--- src/inc/irq_event_defines.svh ---
// constants for the interrupt and event transfer block
`ifndef IRQ_EVENT_DEFINES_SVH
`define IRQ_EVENT_DEFINES_SVH
`define NUM_NODES      9
`define NUM_CHAN       8
`define NUM_FAST       2
`define NUM_PERIPH     8
`define EOT_NODE       4'h8
`define EOT_TRAP       7'h4C
`define NODE_TRAP_BASE 7'h40
`define RESP_CYCLES    8
`define NODE_CTRL_RST  12'h000
`define CHAN_CTRL_RST  12'h000
`define PTR_RST        16'h0000
`define PTR_WORD_STEP  16'h0002
`define PTR_BYTE_STEP  16'h0001
`define NODE_BASE      8'h00
`define CHAN_BASE      8'h40
`define CHAN_LAST      8'hBF
`define CHAN_CTRL_REG  2'h0
`define CHAN_SRC_REG   2'h1
`define CHAN_DST_REG   2'h2
`define TRAP_ADDR      8'hC0
`define STATUS_ADDR    8'hC4
`define CTRL_W         12
`define LVL_MSB        3
`define LVL_LSB        0
`define EN_BIT         4
`define REQ_BIT        5
`define ROUTE_BIT      6
`define CHSEL_MSB      9
`define CHSEL_LSB      7
`define EDGE_MSB       11
`define EDGE_LSB       10
`define CNT_MSB        7
`define CNT_LSB        0
`define BYTE_BIT       8
`define SRC_INC_BIT    9
`define DST_INC_BIT    10
`define CONT_BIT       11
`endif

--- src/inc/irq_event_pkg.sv ---
// types for the interrupt and event transfer block
package irq_event_pkg;
  typedef enum logic [1:0] {EDGE_OFF, EDGE_RISE, EDGE_FALL, EDGE_BOTH} edge_sel_t;
  typedef struct packed {
    edge_sel_t  edge_sel;
    logic [2:0] chan;
    logic       route;
    logic       req;
    logic       en;
    logic [3:0] level;
  } node_ctrl_t;
  typedef struct packed {
    logic       cont;
    logic       dst_inc;
    logic       src_inc;
    logic       byte_mode;
    logic [7:0] count;
  } chan_cfg_t;
  typedef struct packed {
    logic        valid;
    logic        byte_mode;
    logic [15:0] src;
    logic [15:0] dst;
  } xfer_t;
  typedef enum {S_IDLE, S_MOVE, S_PRESENT} ctl_state_t;
endpackage

--- src/hw/irq_event_ctrl.sv ---
// prioritised interrupt controller with event transfer channels
//
// Contract
// - accepted interrupt answered within 8 cycles
// - each request routable to vector or channel
// - channel service steals exactly one cycle
// - moves byte or word, optional pointer increments
// - counter decrements per service unless continuous
// - counter zero raises source vector instead
// - eight independent event transfer channels
// - node control: request, enable, priority
// - sixteen priority levels per node
// - only strictly higher priority preempts service
// - each node has its own vector
// - fast inputs detect rising, falling, both
// - software trap invokes numbered service
// - setting unused request bit raises interrupt
// - end of transfer node: trap 4C, vector 0130
`timescale 1ns/100ps
`include "irq_event_defines.svh"
module irq_event_ctrl (
  input  wire logic                      clk_sys,
  input  wire logic                      arst_n,
  input  wire logic [7:0]                paddr,
  input  wire logic                      psel,
  input  wire logic                      penable,
  input  wire logic                      pwrite,
  input  wire logic [31:0]               pwdata,
  output logic      [31:0]               prdata,
  output logic                           pready,
  output logic                           pslverr,
  input  wire logic [`NUM_PERIPH-1:0]    periph_req,
  input  wire logic [`NUM_FAST-1:0]      fast_pin,
  input  wire logic [3:0]                cpu_level,
  input  wire logic                      irq_ack,
  output logic                           irq_req,
  output logic      [8:0]                irq_vec,
  output logic      [3:0]                irq_level,
  output logic      [6:0]                irq_trap,
  output irq_event_pkg::xfer_t           xfer
);
  irq_event_pkg::node_ctrl_t node      [`NUM_NODES];
  irq_event_pkg::node_ctrl_t next_node [`NUM_NODES];
  irq_event_pkg::chan_cfg_t  chan      [`NUM_CHAN];
  irq_event_pkg::chan_cfg_t  next_chan [`NUM_CHAN];
  logic [15:0]               src_ptr      [`NUM_CHAN];
  logic [15:0]               next_src_ptr [`NUM_CHAN];
  logic [15:0]               dst_ptr      [`NUM_CHAN];
  logic [15:0]               next_dst_ptr [`NUM_CHAN];
  logic [`NUM_FAST-1:0]      fast_hit;
  logic [`NUM_NODES-1:0]     hw_set;
  logic [`NUM_NODES-1:0]     clr_node;
  logic                      eot_set;
  irq_event_pkg::ctl_state_t state;
  irq_event_pkg::ctl_state_t next_state;
  irq_event_pkg::xfer_t      next_xfer;
  logic                      next_irq_req;
  logic [8:0]                next_irq_vec;
  logic [3:0]                next_irq_level;
  logic [6:0]                next_irq_trap;
  logic [3:0]                act_idx;
  logic [3:0]                next_act_idx;
  logic                      act_trap;
  logic                      next_act_trap;
  logic [2:0]                act_ch;
  logic [2:0]                next_act_ch;
  logic                      trap_pend;
  logic                      next_trap_pend;
  logic [6:0]                trap_num;
  logic [6:0]                next_trap_num;
  logic                      win_valid;
  logic [3:0]                win_idx;
  logic [3:0]                win_lvl;
  logic [2:0]                win_ch;
  logic                      acc;
  logic                      wr_fire;
  logic                      sel_node;
  logic                      sel_chan;
  logic [3:0]                node_idx;
  logic [2:0]                chan_idx;
  logic [1:0]                chan_reg;
  logic                      addr_ok;
  logic [31:0]               next_prdata;
  logic                      next_pready;
  logic                      next_pslverr;
  function automatic logic [6:0] trap_of(input logic [3:0] idx);
    if (idx == `EOT_NODE) begin
      trap_of = `EOT_TRAP;
    end else begin
      trap_of = `NODE_TRAP_BASE + {3'h0, idx};
    end
  endfunction
  // fast external inputs
  genvar f;
  generate
    for (f = 0; f < `NUM_FAST; f++) begin : g_fast
      fast_edge_detect u_edge (
        .clk_sys  (clk_sys),
        .arst_n   (arst_n),
        .pin      (fast_pin[f]),
        .edge_sel (node[f].edge_sel),
        .hit      (fast_hit[f])
      );
    end
  endgenerate

  always_comb begin
    hw_set = {eot_set, periph_req};
    hw_set[`NUM_FAST-1:0] = periph_req[`NUM_FAST-1:0] | fast_hit;
  end

  // apb decode
  always_comb begin
    acc      = psel & penable & ~pready;
    wr_fire  = psel & penable & pready & pwrite;
    node_idx = paddr[5:2];
    sel_node = (paddr[7:6] == 2'h0) && (node_idx < 4'(`NUM_NODES));
    chan_idx = 3'(paddr[7:4] - 4'h4);
    chan_reg = paddr[3:2];
    sel_chan = (paddr >= `CHAN_BASE) && (paddr <= `CHAN_LAST) && (chan_reg != 2'h3);
    addr_ok  = sel_node | sel_chan | (paddr == `TRAP_ADDR) | (paddr == `STATUS_ADDR);
    next_pready  = acc;
    next_pslverr = acc & ~addr_ok;
    next_prdata  = prdata;
    if (acc) begin
      next_prdata = 32'h0000_0000;
      if (sel_node) begin
        next_prdata = {20'h0_0000, node[node_idx]};
      end else if (sel_chan) begin
        unique case (chan_reg)
          `CHAN_CTRL_REG: next_prdata = {20'h0_0000, chan[chan_idx]};
          `CHAN_SRC_REG:  next_prdata = {16'h0000, src_ptr[chan_idx]};
          `CHAN_DST_REG:  next_prdata = {16'h0000, dst_ptr[chan_idx]};
          default:        next_prdata = 32'h0000_0000;
        endcase
      end else if (paddr == `STATUS_ADDR) begin
        next_prdata = {20'h0_0000, act_idx, trap_pend, irq_req, xfer.valid, win_valid, win_lvl};
      end
    end
  end

  always_ff @(posedge clk_sys or negedge arst_n) begin
    if (!arst_n) begin
      prdata  <= 32'h0000_0000;
      pready  <= 1'b0;
      pslverr <= 1'b0;
    end else begin
      prdata  <= next_prdata;
      pready  <= next_pready;
      pslverr <= next_pslverr;
    end
  end

  // node control registers, hardware set wins over clear
  genvar n;
  generate
    for (n = 0; n < `NUM_NODES; n++) begin : g_node
      always_comb begin
        next_node[n] = node[n];
        if (wr_fire && sel_node && node_idx == 4'(n)) begin
          next_node[n] = pwdata[`CTRL_W-1:0];
        end
        if (clr_node[n]) begin
          next_node[n].req = 1'b0;
        end
        if (hw_set[n]) begin
          next_node[n].req = 1'b1;
        end
      end
      always_ff @(posedge clk_sys or negedge arst_n) begin
        if (!arst_n) begin
          node[n] <= `NODE_CTRL_RST;
        end else begin
          node[n] <= next_node[n];
        end
      end
    end
  endgenerate

  // event transfer channels
  genvar c;
  generate
    for (c = 0; c < `NUM_CHAN; c++) begin : g_chan
      always_comb begin
        next_chan[c]    = chan[c];
        next_src_ptr[c] = src_ptr[c];
        next_dst_ptr[c] = dst_ptr[c];
        if (wr_fire && sel_chan && chan_idx == 3'(c)) begin
          unique case (chan_reg)
            `CHAN_CTRL_REG: next_chan[c] = pwdata[`CTRL_W-1:0];
            `CHAN_SRC_REG:  next_src_ptr[c] = pwdata[15:0];
            `CHAN_DST_REG:  next_dst_ptr[c] = pwdata[15:0];
            default:        next_chan[c] = chan[c];
          endcase
        end
        if (state == irq_event_pkg::S_MOVE && act_ch == 3'(c)) begin
          if (!chan[c].cont) begin
            next_chan[c].count = chan[c].count - 8'h01;
          end
          if (chan[c].src_inc) begin
            next_src_ptr[c] = src_ptr[c] +
              (chan[c].byte_mode ? `PTR_BYTE_STEP : `PTR_WORD_STEP);
          end
          if (chan[c].dst_inc) begin
            next_dst_ptr[c] = dst_ptr[c] +
              (chan[c].byte_mode ? `PTR_BYTE_STEP : `PTR_WORD_STEP);
          end
        end
      end
      always_ff @(posedge clk_sys or negedge arst_n) begin
        if (!arst_n) begin
          chan[c]    <= `CHAN_CTRL_RST;
          src_ptr[c] <= `PTR_RST;
          dst_ptr[c] <= `PTR_RST;
        end else begin
          chan[c]    <= next_chan[c];
          src_ptr[c] <= next_src_ptr[c];
          dst_ptr[c] <= next_dst_ptr[c];
        end
      end
    end
  endgenerate

  // arbitration: above cpu level, highest level, lowest index on ties
  always_comb begin
    win_valid = 1'b0;
    win_idx   = 4'h0;
    win_lvl   = 4'h0;
    for (int k = 0; k < `NUM_NODES; k++) begin
      if (node[k].en && node[k].req && node[k].level > cpu_level &&
          (!win_valid || node[k].level > win_lvl)) begin
        win_valid = 1'b1;
        win_idx   = 4'(k);
        win_lvl   = node[k].level;
      end
    end
    win_ch = node[win_idx].chan;
  end

  // service control
  always_comb begin
    next_state     = state;
    next_xfer      = xfer;
    next_xfer.valid = 1'b0;
    next_irq_req   = irq_req;
    next_irq_vec   = irq_vec;
    next_irq_level = irq_level;
    next_irq_trap  = irq_trap;
    next_act_idx   = act_idx;
    next_act_trap  = act_trap;
    next_act_ch    = act_ch;
    next_trap_pend = trap_pend;
    next_trap_num  = trap_num;
    clr_node       = '0;
    eot_set        = 1'b0;
    unique case (state)
      irq_event_pkg::S_IDLE: begin
        if (trap_pend) begin
          next_trap_pend = 1'b0;
          next_act_trap  = 1'b1;
          next_irq_req   = 1'b1;
          next_irq_trap  = trap_num;
          next_irq_vec   = {trap_num, 2'b00};
          next_irq_level = cpu_level;
          next_state     = irq_event_pkg::S_PRESENT;
        end else if (win_valid) begin
          next_act_idx  = win_idx;
          next_act_trap = 1'b0;
          next_act_ch   = win_ch;
          if (node[win_idx].route && (chan[win_ch].cont || chan[win_ch].count != 8'h00)) begin
            next_xfer.valid     = 1'b1;
            next_xfer.byte_mode = chan[win_ch].byte_mode;
            next_xfer.src       = src_ptr[win_ch];
            next_xfer.dst       = dst_ptr[win_ch];
            next_state          = irq_event_pkg::S_MOVE;
          end else begin
            next_irq_req   = 1'b1;
            next_irq_trap  = trap_of(win_idx);
            next_irq_vec   = {trap_of(win_idx), 2'b00};
            next_irq_level = win_lvl;
            next_state     = irq_event_pkg::S_PRESENT;
          end
        end
      end
      irq_event_pkg::S_MOVE: begin
        clr_node[act_idx] = 1'b1;
        eot_set = !chan[act_ch].cont && chan[act_ch].count == 8'h01;
        next_state = irq_event_pkg::S_IDLE;
      end
      irq_event_pkg::S_PRESENT: begin
        if (irq_ack) begin
          next_irq_req = 1'b0;
          clr_node[act_idx] = ~act_trap;
          next_state = irq_event_pkg::S_IDLE;
        end else if (!act_trap && win_valid && win_lvl > irq_level &&
                     (!node[win_idx].route ||
                      (!chan[win_ch].cont && chan[win_ch].count == 8'h00))) begin
          next_act_idx   = win_idx;
          next_act_ch    = win_ch;
          next_irq_trap  = trap_of(win_idx);
          next_irq_vec   = {trap_of(win_idx), 2'b00};
          next_irq_level = win_lvl;
        end
      end
    endcase
    if (wr_fire && paddr == `TRAP_ADDR) begin
      next_trap_pend = 1'b1;
      next_trap_num  = pwdata[6:0];
    end
  end
  always_ff @(posedge clk_sys or negedge arst_n) begin
    if (!arst_n) begin
      state     <= irq_event_pkg::S_IDLE;
      xfer      <= '0;
      irq_req   <= 1'b0;
      irq_vec   <= 9'h000;
      irq_level <= 4'h0;
      irq_trap  <= 7'h00;
      act_idx   <= 4'h0;
      act_trap  <= 1'b0;
      act_ch    <= 3'h0;
      trap_pend <= 1'b0;
      trap_num  <= 7'h00;
    end else begin
      state     <= next_state;
      xfer      <= next_xfer;
      irq_req   <= next_irq_req;
      irq_vec   <= next_irq_vec;
      irq_level <= next_irq_level;
      irq_trap  <= next_irq_trap;
      act_idx   <= next_act_idx;
      act_trap  <= next_act_trap;
      act_ch    <= next_act_ch;
      trap_pend <= next_trap_pend;
      trap_num  <= next_trap_num;
    end
  end
endmodule

--- src/hw/fast_edge_detect.sv ---
// synchronised edge detector for one fast external interrupt pin
`timescale 1ns/100ps
`include "irq_event_defines.svh"
module fast_edge_detect (
  input  wire logic                   clk_sys,
  input  wire logic                   arst_n,
  input  wire logic                   pin,
  input  wire irq_event_pkg::edge_sel_t edge_sel,
  output logic                        hit
);
  logic sync1;
  logic sync2;
  logic sync3;
  logic stable;
  logic next_stable;
  logic next_hit;
  logic rise;
  logic fall;

  always_comb begin
    next_stable = (sync2 == sync3) ? sync3 : stable;
    rise        = next_stable & ~stable;
    fall        = ~next_stable & stable;
    next_hit    = 1'b0;
    unique case (edge_sel)
      irq_event_pkg::EDGE_OFF:  next_hit = 1'b0;
      irq_event_pkg::EDGE_RISE: next_hit = rise;
      irq_event_pkg::EDGE_FALL: next_hit = fall;
      irq_event_pkg::EDGE_BOTH: next_hit = rise | fall;
    endcase
  end

  always_ff @(posedge clk_sys or negedge arst_n) begin
    if (!arst_n) begin
      sync1  <= 1'b0;
      sync2  <= 1'b0;
      sync3  <= 1'b0;
      stable <= 1'b0;
      hit    <= 1'b0;
    end else begin
      sync1  <= pin;
      sync2  <= sync1;
      sync3  <= sync2;
      stable <= next_stable;
      hit    <= next_hit;
    end
  end
endmodule

--- config.mk ---
export PLATFORM = sky130hd
export DESIGN_NAME = irq_event_ctrl
export DESIGN_NICKNAME = d
export VERILOG_FILES = /design/src/inc/irq_event_pkg.sv /design/src/hw/irq_event_ctrl.sv /design/src/hw/fast_edge_detect.sv
export VERILOG_INCLUDE_DIRS = /design/src /design/src/inc
export SDC_FILE = /design/constraint.sdc
export NUM_CORES = 2
export LEC_CHECK = 0
export BUFFER_PORTS_ARGS = -buffer_cell sky130_fd_sc_hd__buf_2
export CORE_MARGIN = 3
export CORE_UTILIZATION = 55
export DETAILED_ROUTE_END_ITERATION = 10
export PLACE_DENSITY = 0.71
export SYNTH_ARGS = -nofsm -noshare
export SYNTH_HDL_FRONTEND = slang
export SYNTH_SLANG_ARGS = --single-unit
--- constraint.sdc ---
create_clock -name clk_sys -period 18 [get_ports clk_sys]
set_input_delay 4.5 -clock clk_sys [delete_from_list [all_inputs] [get_ports clk_sys]]
set_output_delay 4.5 -clock clk_sys [all_outputs]
set_load 0.02 [all_outputs]
==> impl_metrics.yaml <==
run_status:
  status: "complete, no violations"
worst_setup_path:
  required_ns: 18.53
  start_kind: "primary input"
  crit_path_end: "xfer[14]$_DFFE_PN0P_"
  critPathLaunch: "cpu_level[1]"
  critPathCaptureType: "flop"
  r2r_slack_ns: 3.95
  critical_path_arrival_ns: 18.08
  r2r_end: "xfer[14]$_DFFE_PN0P_"
  cp_max_fo: 8
  crit_type: "in2reg"
  r2r-start: "node[97]$_DFFE_PN0P_"
  r2r_cells: 74
  critPathMaxStageDelay_ns: 0.39
  crit_slowest_cell: "a221oi_2"
placement:
  placed_cells: 4841
  portBuffers: 114
  placed_area_um2: 38700
  gp_congestion: 0.970
  hpwl_um: 88500
floorplan:
  die_height_um: 265
  num_io_pins: 149
  fp.coreArea_um2: 66100
  start_util_pct: 55.8
  rows: 94
  die_w_um: 265
  dieArea_um2: 70300
layout:
  instances_no_fill: 4975
  fin_area_um2: 41300
  mostFrequentLayoutCell: "dfrtp_1"
  layout_common_cells: "dfrtp_1, nor2_1, nand2_1, mux2i_1, a21oi_1"
  reg.largest.list: "dst_ptr (128), src_ptr (128), node (108)"
  drive_above_1_share_pct: 18.3
  syn2layout_area_growth_pct: 12.0
  nets: 4260
drt:
  drc_errors: 0
  wl_um: 127000
  drtIter0Drc: 3653
  viasPerCell: 6.72
  dr_total_vias: 33500
  wire_per_inst_um: 25.5
  firstDrtPassIters: 6
  drtAntennaViolNets: 0
flow_run:
  maxCapViolations: 0
hold_path:
  worstHoldPathType: "reg2reg"
cts:
  cts.sinks: 552
  path_clk_slew_ns: 0.06
  h-tree-depth: 2
  clk-insertion-delay-late_ns: 0.65
  cts_tree: "done"
  cts_buffer_depth: 3
  ctsHoldBuffers: 0
  numCtsBuffers: 61
  clock-root-buffer: "clkbuf_16"
synth:
  yosysWarnings: 0
  ys_ff_latch: 552
  synth_cells: 3964
  synth_top_area_share_pct: 37.4
  yosysSeqAreaShare_pct: 37.4
  synth_top_flop_cell: "dfrtp_1"
  async_flop_share_pct: 100
  yosys.area.top_type: "dfrtp_1"
  synth_area_um2: 36900
  synth_cell_types: 82
  synth_edf_count: 0
  syn_area_per_cell_um2: 9.31
  synthTopCellsByArea: "dfrtp_1, mux2i_1, mux4_2, mux2_2, nor2_1"
timing:
  setup_viol: 0
  maxSlewHeadroom_pct: 18.3
  tightest_slew_ns: 1.22
  maxSlewViolCount: 0
  rsz0062_at_grt: "true"
  fin_crit_ns: 17.55
  finClkSkew_ns: 0.0252
  clock.fmax_ghz: 0.0570
  finalHoldViolations: 0
  finalCritPeriodShare_pct: 97.5
global_routing:
  grt_pass1_wl_um: 191000
  grt_pass1_vias: 31500
  antenna_found_initial: 5
  overflow: 0
  grt_max_degree: 172
  globalRouteTotalUtil_pct: 35.1
power_and_ir_drop:
  p_sw_share_pct: 26.9
  power.density_nw_per_um2: 68.6
  leakagePower_nw: 18.2
  ir_drop_mv: 0.0713
  p_seq_share_pct: 46.0
  power.internal_mw: 2.07
  p_clk_share_pct: 44.7
  comb_power_share_pct: 9.3
  p_switching_uw: 762
-- layout make-up --
class	instances	area, um2
fillers	5529	24800
multi-input cells	3055	22000
well taps	864	1080
inverters	126	473
clock buffers	85	1720
flip-flops and latches	552	13800
diodes	2	5.00
clock inverters	24	259
repair buffers	267	2010
-- worst min path at each step --
stage,from,cells after the start,end
3_5_place_dp,g_fast[0].u_edge.sync1$_DFF_PN0_,0,g_fast[0].u_edge.sync2$_DFF_PN0_
2_1_floorplan,g_fast[0].u_edge.sync1$_DFF_PN0_,0,g_fast[0].u_edge.sync2$_DFF_PN0_
5_1_grt,g_fast[0].u_edge.sync1$_DFF_PN0_,0,g_fast[0].u_edge.sync2$_DFF_PN0_
4_1_cts,g_fast[0].u_edge.sync1$_DFF_PN0_,0,g_fast[0].u_edge.sync2$_DFF_PN0_
6_report,g_fast[0].u_edge.sync1$_DFF_PN0_,0,g_fast[0].u_edge.sync2$_DFF_PN0_
3_3_place_gp,g_fast[0].u_edge.sync1$_DFF_PN0_,0,g_fast[0].u_edge.sync2$_DFF_PN0_
-- stage by stage --
| stage | hold slack [ns] | power, mW | utilization (%) | setup slack, ns | TNS, ns |
|---|---|---|---|---|---|
| detailed placement | 0.338 | 1.58 | 58.6 | -0.630 | -28.92 |
| floorplan | 0.331 | 1.47 | - | 0.119 | 0 |
| finish | 0.345 | 2.83 | 62.5 | 0.451 | 0 |
| CTS | 0.351 | 2.84 | 61.6 | 0.0231 | 0 |
| global route | 0.358 | 2.92 | 62.5 | -0.182 | -6.71 |
| global placement | 0.334 | 1.58 | 58.6 | -0.357 | -14.55 |
-- critical path, delay by kind of cell --
family	cells	cell delay, ns
buffers and inverters	11	1.42
multiplexers	4	1.19
AO/OA/AOI/OAI	31	6.20
adder cells (fa/ha/maj)	9	2.41
AND/OR/NAND/NOR	21	2.32
-- synth_stat cells (all sizes together), types with 23 or more instances --
library cell / n
mux2i: 275
nor3: 115
mux4: 116
a31oi: 42
a211oi: 84
o211ai: 25
and2: 23
a311oi: 45
ha: 121
nand3: 130
a221oi: 33
nand4: 46
nand2: 419
dfrtp: 552
a21oi: 250
or3: 24
mux2: 194
o22ai: 45
nor2b: 31
nor2: 514
o21ai: 194
inv: 125
and3: 41
buf: 83
a211o: 28
clkbuf: 165
-- power by group through the flow --
stage	Clock [mW]	Sequential, mW	Combinational (mW)
after detailed placement	0	1.32	0.257
after CTS	1.28	1.30	0.258
after global routing	1.33	1.31	0.283
final	1.27	1.30	0.264
after floorplan	0	1.32	0.146
after global placement	0	1.32	0.254
-- layer usage --
layer / vias up / part of all wire [%] / wire length [um] / GRT usage (%)
li1: 14800 / - / - / -
met3: 430 / 10 / 12800 / 7.24
met1: 16400 / 39 / 50100 / 47.4
met2: 1834 / 44 / 55400 / 53.3
met5: - / 0.033 / 42 / 0
met4: 6 / 6.6 / 8410 / 19.7
-- kinds of logic (layout without fill, tap and decap cells) --
group           after synthesis  after routing  share of synthesized area (%)
simple gates               1418           1418                           17.0
buf+inv                     374            502                           4.22
mux                         585            585                           20.5
flops                       552            552                           37.4
fa+ha+maj                   137            137                           4.97
other cells                   1             20                         0.0102
compound gates              897            897                           15.9
-- timing repair --
item,CTS,global route
setup endpoints to repair,28,55
setup buffers,0,18
pin swaps,0,37
gates resized for setup,1,69
gates cloned,0,5
(Power assumes the default switching activity.)
